===== config.mk =====
export PLATFORM = sky130hd
export DESIGN_NAME = room_air_status
export DESIGN_NICKNAME = d
export VERILOG_FILES = /design/src/room_air_pkg.sv /design/src/room_air_status.sv
export VERILOG_INCLUDE_DIRS = /design/src /design/src/src
export SDC_FILE = /design/constraint.sdc
export NUM_CORES = 1
export LEC_CHECK = 0
export ABC_AREA = 1
export BUFFER_PORTS_ARGS = -buffer_cell sky130_fd_sc_hd__buf_2
export CAP_MARGIN = 5
export CORE_UTILIZATION = 50
export DETAILED_ROUTE_END_ITERATION = 7
export GPL_TIMING_DRIVEN = 0
export MAX_ROUTING_LAYER = met4
export PLACE_DENSITY = 0.76
export SLEW_MARGIN = 20
export SYNTH_ARGS = -nofsm -noshare
export SYNTH_HDL_FRONTEND = slang
export SYNTH_SLANG_ARGS = --single-unit
export TNS_END_PERCENT = 10

===== constraint.sdc =====
create_clock -name ref_clk -period 7 [get_ports ref_clk]
set_input_delay 1.4 -clock ref_clk [delete_from_list [all_inputs] [get_ports ref_clk]]
set_output_delay 1.4 -clock ref_clk [all_outputs]
set_load 0.02 [all_outputs]

===== src/room_air_regs.svh =====
// Contract
// - Registers and readings reachable over Modbus port
// - Output demand is largest channel demand
// - Disabled channels excluded from maximum selection
// - TVOC range selectable from zero to 60000
// - Fifteen minute warm-up, green blinks, TVOC zero
// - Green steady inside alert window
// - Yellow while value outside alert window
// - Red steady when outside measurement range
// - Red blinks on sensor element fault
// - Bootloader alternates green/yellow, red on download
// - Indication follows TVOC unless selector says otherwise
// - Brightness zero to full in tenths
// - Brightness zero turns every indicator off
// - Lux reading published as input register
// - Active and standby light levels held
// - Light class standby, low intensity or active
// - Bus termination resistor switched by register
`ifndef ROOM_AIR_REGS_SVH
`define ROOM_AIR_REGS_SVH

`define HR_BUS_TERM 16'h0009
`define HR_LIGHT_ACTIVE 16'h0023
`define HR_LIGHT_STANDBY 16'h0024
`define HR_IND_SELECT 16'h004F
`define HR_BRIGHTNESS 16'h0050
`define HR_CHAN_ENABLE 16'h0060
`define HR_TVOC_RANGE 16'h0061
`define IR_LIGHT_LUX 16'h0029
`define IR_LIGHT_CLASS 16'h002A
`define IR_TEMP 16'h0060
`define IR_RELATIVE_HUMIDITY 16'h0061
`define IR_TVOC 16'h0062
`define IR_DEMAND 16'h0063
`define IR_STATUS 16'h0064

`define FC_READ_HOLD 8'h03
`define FC_READ_INPUT 8'h04
`define FC_WRITE_SINGLE 8'h06
`define EX_BAD_FUNC 8'h01
`define EX_BAD_ADDR 8'h02
`define EX_BAD_VALUE 8'h03

`define SEL_TVOC 2'h0
`define SEL_TEMP 2'h1
`define SEL_RELATIVE_HUMIDITY 2'h2
`define CLASS_STANDBY 2'h0
`define CLASS_LOW 2'h1
`define CLASS_ACTIVE 2'h2

`define RST_BUS_TERM 1'h0
`define RST_LIGHT_ACTIVE 16'h01F4
`define RST_LIGHT_STANDBY 16'h0032
`define RST_BRIGHTNESS 7'h64
`define RST_CHAN_ENABLE 3'h7
`define RST_TVOC_RANGE 16'hEA60
`define TVOC_SPAN_MAX 16'hEA60
`define BRIGHT_MAX 16'h0064
`define BRIGHT_STEP 7'h0A
`define PWM_PHASES 4'hA

`define CLK_HZ 25000000
`define WARMUP_MIN 15
`define BLINK_MS 500
`define PWM_SLOT_US 100

`endif


===== src/room_air_pkg.sv =====
package room_air_pkg;

  typedef enum logic [1:0] {
    MODE_WARMUP = 2'b00,
    MODE_RUN = 2'b01,
    MODE_BOOT = 2'b11
  } mode_t;

  typedef struct packed {
    logic valid;
    logic [7:0] func;
    logic [15:0] addr;
    logic [15:0] wdata;
  } mb_req_t;

  typedef struct packed {
    logic valid;
    logic exception;
    logic [7:0] code;
    logic [15:0] data;
  } mb_rsp_t;

  typedef struct packed {
    logic green;
    logic yellow;
    logic red;
  } led_t;

  typedef struct packed {
    logic [15:0] temp;
    logic [15:0] relative_humidity;
    logic [15:0] tvoc;
  } triple_t;

  typedef struct packed {
    logic [15:0] range_min;
    logic [15:0] range_max;
    logic [15:0] alert_min;
    logic [15:0] alert_max;
  } limits_t;

  typedef struct packed {
    mode_t mode;
    logic [35:0] warm_cnt;
    logic [23:0] blink_cnt;
    logic blink;
    logic [11:0] slot_cnt;
    logic [3:0] pwm_phase;
    logic bus_term;
    logic [15:0] light_active;
    logic [15:0] light_standby;
    logic [15:0] lux;
    logic [1:0] light_class;
    logic [1:0] ind_select;
    logic [6:0] brightness;
    logic [2:0] chan_en;
    logic [15:0] tvoc_range;
    led_t led;
    logic [15:0] demand;
    mb_rsp_t rsp;
  } state_t;

endpackage


===== src/room_air_status.sv =====
`timescale 1ns/1ps
`default_nettype none
`include "room_air_regs.svh"

module room_air_status #(
  parameter longint unsigned WARMUP_CYCLES = 64'(`WARMUP_MIN) * 64'd60 * 64'(`CLK_HZ),
  parameter int unsigned BLINK_CYCLES = `BLINK_MS * (`CLK_HZ / 1000),
  parameter int unsigned PWM_SLOT_CYCLES = `PWM_SLOT_US * (`CLK_HZ / 1000000)
) (
  input wire logic ref_clk,
  input wire logic rst_b,
  input wire room_air_pkg::mb_req_t req,
  output room_air_pkg::mb_rsp_t rsp,
  input wire room_air_pkg::triple_t meas,
  input wire room_air_pkg::triple_t chan_demand,
  input wire room_air_pkg::limits_t temp_lim,
  input wire room_air_pkg::limits_t relative_humidity_lim,
  input wire room_air_pkg::limits_t tvoc_lim,
  input wire logic lux_valid,
  input wire logic [15:0] lux_value,
  input wire logic sensor_fault,
  input wire logic bootloader_mode,
  input wire logic download_active,
  output room_air_pkg::led_t led,
  output logic [15:0] output_demand,
  output logic bus_termination_resistor_en
);

  if (WARMUP_CYCLES < 1 || WARMUP_CYCLES > 64'h0000_000F_FFFF_FFFF) begin : g_bad_warmup
    $error("WARMUP_CYCLES does not fit the warm-up counter");
  end
  if (BLINK_CYCLES < 1 || BLINK_CYCLES > 32'h00FF_FFFF) begin : g_bad_blink
    $error("BLINK_CYCLES does not fit the blink counter");
  end
  if (PWM_SLOT_CYCLES < 1 || PWM_SLOT_CYCLES > 32'h0000_0FFF) begin : g_bad_slot
    $error("PWM_SLOT_CYCLES does not fit the slot counter");
  end

  localparam logic [35:0] WARM_LAST = 36'(WARMUP_CYCLES - 64'd1);
  localparam logic [23:0] BLINK_LAST = 24'(BLINK_CYCLES - 1);
  localparam logic [11:0] SLOT_LAST = 12'(PWM_SLOT_CYCLES - 1);

  room_air_pkg::state_t s_reg;
  room_air_pkg::state_t s_next;

  logic warm_done;
  logic [15:0] tvoc_report;
  logic [15:0] tvoc_dem;
  logic [15:0] ind_value;
  room_air_pkg::limits_t ind_lim;
  logic out_of_range;
  logic in_window;
  logic [3:0] level;
  logic pwm_on;
  logic is_read_hold;
  logic is_read_input;
  logic is_write;

  // Warm-up counter parks at its last value, so the flag stays set
  assign warm_done = (s_reg.warm_cnt == WARM_LAST);

  // Reading not trustworthy during warm-up: report and use zero
  assign tvoc_report = warm_done ? meas.tvoc : 16'h0000;
  assign tvoc_dem = warm_done ? chan_demand.tvoc : 16'h0000;

  // Indicated quantity and its limits
  always_comb begin
    ind_value = meas.tvoc;
    ind_lim = tvoc_lim;
    ind_lim.range_min = 16'h0000;
    ind_lim.range_max = s_reg.tvoc_range;
    if (s_reg.ind_select == `SEL_TEMP) begin
      ind_value = meas.temp;
      ind_lim = temp_lim;
    end else if (s_reg.ind_select == `SEL_RELATIVE_HUMIDITY) begin
      ind_value = meas.relative_humidity;
      ind_lim = relative_humidity_lim;
    end
  end

  assign out_of_range = (ind_value < ind_lim.range_min) || (ind_value > ind_lim.range_max);
  assign in_window = (ind_value >= ind_lim.alert_min) && (ind_value <= ind_lim.alert_max);

  // Ten PWM phases: level n keeps the LEDs lit for n tenths
  assign level = 4'(s_reg.brightness / `BRIGHT_STEP);
  assign pwm_on = (s_reg.pwm_phase < level);

  assign is_read_hold = req.valid && (req.func == `FC_READ_HOLD);
  assign is_read_input = req.valid && (req.func == `FC_READ_INPUT);
  assign is_write = req.valid && (req.func == `FC_WRITE_SINGLE);

  always_comb begin
    s_next = s_reg;

    // Blink and PWM time bases
    if (s_reg.blink_cnt == BLINK_LAST) begin
      s_next.blink_cnt = 24'h00_0000;
      s_next.blink = ~s_reg.blink;
    end else begin
      s_next.blink_cnt = s_reg.blink_cnt + 24'h00_0001;
    end
    if (s_reg.slot_cnt == SLOT_LAST) begin
      s_next.slot_cnt = 12'h000;
      if (s_reg.pwm_phase == `PWM_PHASES - 4'h1) begin
        s_next.pwm_phase = 4'h0;
      end else begin
        s_next.pwm_phase = s_reg.pwm_phase + 4'h1;
      end
    end else begin
      s_next.slot_cnt = s_reg.slot_cnt + 12'h001;
    end

    // Warm-up time runs from power-up whatever the mode
    if (!warm_done) begin
      s_next.warm_cnt = s_reg.warm_cnt + 36'h0_0000_0001;
    end

    case (s_reg.mode)
      room_air_pkg::MODE_WARMUP: begin
        if (bootloader_mode) begin
          s_next.mode = room_air_pkg::MODE_BOOT;
        end else if (warm_done) begin
          s_next.mode = room_air_pkg::MODE_RUN;
        end
      end
      room_air_pkg::MODE_RUN: begin
        if (bootloader_mode) begin
          s_next.mode = room_air_pkg::MODE_BOOT;
        end
      end
      room_air_pkg::MODE_BOOT: begin
        if (!bootloader_mode) begin
          s_next.mode = warm_done ? room_air_pkg::MODE_RUN : room_air_pkg::MODE_WARMUP;
        end
      end
      default: begin
        s_next.mode = room_air_pkg::MODE_WARMUP;
      end
    endcase

    // Light classification, refreshed only on a new sample
    if (lux_valid) begin
      s_next.lux = lux_value;
      if (lux_value < s_reg.light_standby) begin
        s_next.light_class = `CLASS_STANDBY;
      end else if (lux_value > s_reg.light_active) begin
        s_next.light_class = `CLASS_ACTIVE;
      end else begin
        s_next.light_class = `CLASS_LOW;
      end
    end

    // Largest demand of the enabled channels
    s_next.demand = 16'h0000;
    if (s_reg.chan_en[0]) begin
      s_next.demand = chan_demand.temp;
    end
    if (s_reg.chan_en[1] && (chan_demand.relative_humidity > s_next.demand)) begin
      s_next.demand = chan_demand.relative_humidity;
    end
    if (s_reg.chan_en[2] && (tvoc_dem > s_next.demand)) begin
      s_next.demand = tvoc_dem;
    end

    // Indicator pattern
    s_next.led = '0;
    case (s_reg.mode)
      room_air_pkg::MODE_BOOT: begin
        s_next.led.green = s_reg.blink;
        s_next.led.yellow = ~s_reg.blink;
        s_next.led.red = download_active && s_reg.blink;
      end
      room_air_pkg::MODE_RUN: begin
        if (sensor_fault) begin
          s_next.led.red = s_reg.blink;
        end else if (out_of_range) begin
          s_next.led.red = 1'b1;
        end else if (!in_window) begin
          s_next.led.yellow = 1'b1;
        end else begin
          s_next.led.green = 1'b1;
        end
      end
      default: begin
        s_next.led.green = s_reg.blink;
      end
    endcase
    if (!pwm_on) begin
      s_next.led = '0;
    end

    // Register port: answer every request on the next edge
    s_next.rsp = '0;
    if (req.valid) begin
      s_next.rsp.valid = 1'b1;
    end
    if (is_read_hold) begin
      if (req.addr == `HR_BUS_TERM) begin
        s_next.rsp.data = {15'h0000, s_reg.bus_term};
      end else if (req.addr == `HR_LIGHT_ACTIVE) begin
        s_next.rsp.data = s_reg.light_active;
      end else if (req.addr == `HR_LIGHT_STANDBY) begin
        s_next.rsp.data = s_reg.light_standby;
      end else if (req.addr == `HR_IND_SELECT) begin
        s_next.rsp.data = {14'h0000, s_reg.ind_select};
      end else if (req.addr == `HR_BRIGHTNESS) begin
        s_next.rsp.data = {9'h000, s_reg.brightness};
      end else if (req.addr == `HR_CHAN_ENABLE) begin
        s_next.rsp.data = {13'h0000, s_reg.chan_en};
      end else if (req.addr == `HR_TVOC_RANGE) begin
        s_next.rsp.data = s_reg.tvoc_range;
      end else begin
        s_next.rsp.exception = 1'b1;
        s_next.rsp.code = `EX_BAD_ADDR;
      end
    end else if (is_read_input) begin
      if (req.addr == `IR_LIGHT_LUX) begin
        s_next.rsp.data = s_reg.lux;
      end else if (req.addr == `IR_LIGHT_CLASS) begin
        s_next.rsp.data = {14'h0000, s_reg.light_class};
      end else if (req.addr == `IR_TEMP) begin
        s_next.rsp.data = meas.temp;
      end else if (req.addr == `IR_RELATIVE_HUMIDITY) begin
        s_next.rsp.data = meas.relative_humidity;
      end else if (req.addr == `IR_TVOC) begin
        s_next.rsp.data = tvoc_report;
      end else if (req.addr == `IR_DEMAND) begin
        s_next.rsp.data = s_reg.demand;
      end else if (req.addr == `IR_STATUS) begin
        s_next.rsp.data = {12'h000, sensor_fault, warm_done, s_reg.mode};
      end else begin
        s_next.rsp.exception = 1'b1;
        s_next.rsp.code = `EX_BAD_ADDR;
      end
    end else if (is_write) begin
      if (req.addr == `HR_BUS_TERM) begin
        s_next.bus_term = req.wdata[0];
      end else if (req.addr == `HR_LIGHT_ACTIVE) begin
        s_next.light_active = req.wdata;
      end else if (req.addr == `HR_LIGHT_STANDBY) begin
        s_next.light_standby = req.wdata;
      end else if (req.addr == `HR_IND_SELECT && req.wdata <= {14'h0000, `SEL_RELATIVE_HUMIDITY}) begin
        s_next.ind_select = req.wdata[1:0];
      end else if (req.addr == `HR_BRIGHTNESS && req.wdata <= `BRIGHT_MAX) begin
        s_next.brightness = req.wdata[6:0];
      end else if (req.addr == `HR_CHAN_ENABLE && req.wdata <= 16'h0007) begin
        s_next.chan_en = req.wdata[2:0];
      end else if (req.addr == `HR_TVOC_RANGE && req.wdata <= `TVOC_SPAN_MAX) begin
        s_next.tvoc_range = req.wdata;
      end else if (req.addr == `HR_IND_SELECT || req.addr == `HR_BRIGHTNESS
                   || req.addr == `HR_CHAN_ENABLE || req.addr == `HR_TVOC_RANGE) begin
        s_next.rsp.exception = 1'b1;
        s_next.rsp.code = `EX_BAD_VALUE;
      end else begin
        s_next.rsp.exception = 1'b1;
        s_next.rsp.code = `EX_BAD_ADDR;
      end
      // Write echoes the full 16-bit write value, even where the register keeps only bit 0 of it
      if (!s_next.rsp.exception) begin
        s_next.rsp.data = req.wdata;
      end
    end else if (req.valid) begin
      s_next.rsp.exception = 1'b1;
      s_next.rsp.code = `EX_BAD_FUNC;
    end
  end

  always_ff @(posedge ref_clk or negedge rst_b) begin
    if (!rst_b) begin
      s_reg <= '0;
      s_reg.mode <= room_air_pkg::MODE_WARMUP;
      s_reg.bus_term <= `RST_BUS_TERM;
      s_reg.light_active <= `RST_LIGHT_ACTIVE;
      s_reg.light_standby <= `RST_LIGHT_STANDBY;
      s_reg.ind_select <= `SEL_TVOC;
      s_reg.brightness <= `RST_BRIGHTNESS;
      s_reg.chan_en <= `RST_CHAN_ENABLE;
      s_reg.tvoc_range <= `RST_TVOC_RANGE;
    end else begin
      s_reg <= s_next;
    end
  end

  assign rsp = s_reg.rsp;
  assign led = s_reg.led;
  assign output_demand = s_reg.demand;
  assign bus_termination_resistor_en = s_reg.bus_term;
endmodule // room_air_status

`default_nettype wire


==> results by group <==
Floorplanning
  – Area of the die: 31700 um^2
  – Horizontal die dimension: 178 um
  – Floorplan die height: 178 um
  – IO Count: 397
  – Num rows: 64
  – Initial core utilization: 50.8%
  – Area inside the core boundary: 30500 um^2

Synthesis
  – Largest cells by area after synthesis: sky130_fd_sc_hd__dfrtp_1 28%, sky130_fd_sc_hd__nand2_1 12%, sky130_fd_sc_hd__ha_1 11%, sky130_fd_sc_hd__o21ai_0 7.6%, sky130_fd_sc_hd__inv_1 6.7%
  – Post-synth design cell area: 15500 um^2
  – Most used DFF post-synth: sky130_fd_sc_hd__dfrtp_1
  – Library cells used by synthesis: 52
  – Top-area cell type share of the netlist area: 28.3%
  – EDFF count, synth: 0
  – Seq cells post-synth: 197
  – Mean instance size in the synthesized netlist: 7.03 um^2
  – Cells after synthesis: 2202
  – Top cell type by total area after synthesis: sky130_fd_sc_hd__dfrtp_1
  – Register area share after synthesis: 32.0%
  – Synth warnings: 0
  – Post-synthesis async set-or-reset flop share: 100%

Clock tree
  – Buffer levels on the longest clock path: 2
  – Post-CTS Resized: 0
  – CTS Buf Count: 17
  – Quantity of hold-fixing buffers added after cts: 0
  – Number of H-tree levels: 4
  – TritonCTS clock tree: built
  – Root buffer cell: sky130_fd_sc_hd__clkbuf_16
  – Clock sink count: 197
  – Clock latency on the worst-skew pair: between 400 and 500 ps
  – Clk slew on worst S/H paths: 90 ps
  – Post-CTS setup repair buffer count: 0

Setup path
  – Worst setup EP type: register
  – Kind of launch point of the worst setup path: register
  – Crit-path max FO: 10
  – Start-to-end type of the worst setup path: register to register
  – Endpoint arrival time on the critical path: 5670 ps
  – Worst path required time: 7340 ps

Route
  – Count of TritonRoute iterations in the first routing pass: 7
  – Average via count per standard cell: 5.62
  – Routed WL per cell: 19.4 um
  – # DRC: 0
  – Number of antenna-violating nets in the routed design: 0
  – Total wire length: 58200 um
  – Via count: 16900
  – DR iter-0 viols: around 1500

Finish
  – Most frequent standard cell in the layout excluding fill and tap cells: sky130_fd_sc_hd__nand2_1
  – Area Growth Syn to Fin: 19.3%
  – Area of all sequential standard cells: 4960 um^2
  – Most used cells in the layout excluding fill and tap cells: 514 x sky130_fd_sc_hd__nand2_1, 371 x sky130_fd_sc_hd__buf_2, 278 x sky130_fd_sc_hd__inv_1
  – Number of flip-flops in the largest register: 157
  – # nets final: 3067
  – Post-layout instance area: 18500 um^2
  – Total area of multi-input combinational cells: 8850 um^2
  – Share of post-route cells with drive strength above 1: ~20%
  – Filler cell count: 2956

Power and ir drop
  – Cell leakage power: 9.37 nW
  – Sequential power share: 45.5%
  – Internal portion of total power: roughly 1.8 mW
  – IR drop worst, VDD: 0.000131 V
  – Part of the total power dissipated in the clock network: between 40% and 50%
  – Proportion of power drawn by combinational gates: 13.7%
  – Cell Pwr Density: 137 nW/um^2
  – Net Switching: 0.759 mW
  – Sw Share: roughly 30%

Timing
  – Worst clock skew: 18.9 ps
  – Achievable frequency: between 0.15 and 0.2 GHz
  – Normalized max-slew margin: 43.5%
  – Pin slew with the least headroom to its limit: approximately 840 ps
  – RSZ-0062 raised after global routing: false
  – Number of endpoints with negative hold slack in the final report: 0
  – Post-layout min period: 5330 ps
  – Final worst-path cycle share: approximately three quarters
  – Final number of max-transition violations: 0
  – Sum Neg Setup Slack: 0 ps
  – Final number of setup-violating endpoints: 0

Flow run
  – Maximum Capacitance Violations: 0

Global routing
  – Antenna violations before repair: 13
  – Pin count of the biggest net entering global routing: ~100
  – Global Route Usage Sum: 37.6%
  – Total global routing overflow: 0
  – Global-route wire length before repair: 87000 um
  – Via count of the first global-routing pass: 15900

Placement
  – Buffers on Ports: approximately 360
  – Placed standard-cell area: 17800 um^2
  – Final Wtd Congestion: 1.06
  – Post-detailed-placement half-perimeter wirelength: 47700 um

Min path
  – Min-Delay Path Class: register to register

Outcome
  – Outcome: complete, no violations
-- through the flow --
stage / worst slack, ps / hold slack (ps) / power (mW) / cells / utilization [%]
detailed placement: 1670 / 449 / 1.52 / 2961 / 58.4
global placement: 1300 / 439 / 1.51 / 2960 / 58.3
floorplan: 2690 / 422 / 1.32 / 2207 / -
global route: 1270 / 487 / 2.62 / 3006 / 60.6
finish: 1670 / 468 / 2.54 / 3006 / 60.6
CTS: 1750 / 461 / 2.54 / 2993 / 60.5
-- final timing paths --
kind,start,to,slack [ps],cells after the start
min,s_reg[128],s_reg[128],470,1
min reg2reg,s_reg[128],s_reg[128],470,1
max in group asynchronous,rst_b,s_reg[50],5070,2
max,s_reg[61],output_demand[14],1670,23
min in group asynchronous,rst_b,s_reg[150],950,1
max reg2reg,s_reg[61],output_demand[14],1670,23
-- Yosys cell counts, types with 2 or more instances --
| library cell | n |
|---|---|
| sky130_fd_sc_hd__dfstp_2 | 22 |
| sky130_fd_sc_hd__o22ai_1 | 15 |
| sky130_fd_sc_hd__nor2_4 | 4 |
| sky130_fd_sc_hd__inv_1 | 278 |
| sky130_fd_sc_hd__o221ai_1 | 14 |
| sky130_fd_sc_hd__o31ai_1 | 2 |
| sky130_fd_sc_hd__nor3_1 | 46 |
| sky130_fd_sc_hd__nor4_1 | 15 |
| sky130_fd_sc_hd__buf_4 | 49 |
| sky130_fd_sc_hd__clkbuf_1 | 48 |
| sky130_fd_sc_hd__dfrtp_1 | 175 |
| sky130_fd_sc_hd__o21ai_1 | 11 |
| sky130_fd_sc_hd__nand3_1 | 167 |
| sky130_fd_sc_hd__a22o_1 | 15 |
| sky130_fd_sc_hd__nand4_1 | 31 |
| sky130_fd_sc_hd__a31o_2 | 3 |
| sky130_fd_sc_hd__nor3_2 | 2 |
| sky130_fd_sc_hd__nand2_2 | 5 |
| sky130_fd_sc_hd__o21bai_1 | 2 |
| sky130_fd_sc_hd__nor2_2 | 7 |
| sky130_fd_sc_hd__xor2_1 | 31 |
| sky130_fd_sc_hd__nand3_2 | 2 |
| sky130_fd_sc_hd__nor2_1 | 146 |
| sky130_fd_sc_hd__o211ai_1 | 14 |
| sky130_fd_sc_hd__o21ai_0 | 236 |
| sky130_fd_sc_hd__a21oi_1 | 122 |
| sky130_fd_sc_hd__a22oi_1 | 2 |
| sky130_fd_sc_hd__buf_2 | 15 |
| sky130_fd_sc_hd__a21boi_0 | 3 |
| sky130_fd_sc_hd__o21a_1 | 6 |
| sky130_fd_sc_hd__or2_2 | 18 |
| sky130_fd_sc_hd__nor4_2 | 5 |
| sky130_fd_sc_hd__nand2_1 | 514 |
| sky130_fd_sc_hd__and3_1 | 4 |
| sky130_fd_sc_hd__ha_1 | 132 |
| sky130_fd_sc_hd__buf_1 | 5 |
| sky130_fd_sc_hd__nand3b_1 | 4 |
| sky130_fd_sc_hd__a31oi_1 | 9 |
| sky130_fd_sc_hd__xnor2_1 | 10 |
-- final cells by class --
cell class | count | area share (%)
diodes | 13 | 0.176
inverters | 279 | 5.67
flip-flops and latches | 197 | 26.8
repair buffers | 358 | 9.87
multi-input cells | 1613 | 47.9
plain buffers | 118 | 3.53
clock inverters | 15 | 1.06
well taps | 396 | 2.68
clock buffers | 17 | 2.30
-- worst max-delay path, stage by stage, from the launching register on --
cell and delay, ps:
sky130_fd_sc_hd__dfstp_2 520, sky130_fd_sc_hd__clkbuf_1 460, sky130_fd_sc_hd__clkbuf_1 450, sky130_fd_sc_hd__nand2_1 230, sky130_fd_sc_hd__ha_1 350, sky130_fd_sc_hd__nand2_1 70
sky130_fd_sc_hd__nor2_1 160, sky130_fd_sc_hd__nand4_1 150, sky130_fd_sc_hd__inv_1 70, sky130_fd_sc_hd__a21boi_0 70, sky130_fd_sc_hd__o21ai_1 180, sky130_fd_sc_hd__clkbuf_1 390
sky130_fd_sc_hd__or2_2 180, sky130_fd_sc_hd__nand2_1 110, sky130_fd_sc_hd__ha_1 330, sky130_fd_sc_hd__nand2_1 50, sky130_fd_sc_hd__or3_1 410, sky130_fd_sc_hd__a31o_2 230
sky130_fd_sc_hd__nand2_1 50, sky130_fd_sc_hd__nand2_1 80, sky130_fd_sc_hd__inv_1 90, sky130_fd_sc_hd__clkbuf_1 370, sky130_fd_sc_hd__nand2_1 90, sky130_fd_sc_hd__o21ai_0 120
-- power groups by stage --
| stage | Combinational, mW | Clock (mW) | Sequential, mW |
|---|---|---|---|
| 2_1_floorplan | 0.141 | 0 | 1.17 |
| 3_3_place_gp | 0.332 | 0 | 1.18 |
| 3_5_place_dp | 0.342 | 0 | 1.18 |
| 4_1_cts | 0.343 | 1.05 | 1.15 |
| 5_1_grt | 0.383 | 1.09 | 1.16 |
| 6_report | 0.349 | 1.04 | 1.15 |
-- routing by layer --
layer,global-route usage (%),vias to the layer above,share of wire [%]
li1,-,8063,-
met1,45.8,7912,42
met2,60.1,760,46
met3,6.27,157,7.6
met4,19.1,0,4.9
met5,-,-,0
-- cells by family (layout without fill, tap and decap cells) --
logic type | count (synthesis) | after routing | share of synthesized area, %
AO/OA/AOI/OAI | 458 | 458 | 16.3
flip-flops | 197 | 197 | 32.0
adder cells (fa/ha/maj) | 132 | 132 | 10.7
buffers and inverters | 397 | 787 | 11.0
XOR/XNOR | 41 | 41 | 2.32
AND/OR/NAND/NOR | 976 | 976 | 27.7
other | 1 | 19 | 0.0242
Power figures use the tool's default switching activity.
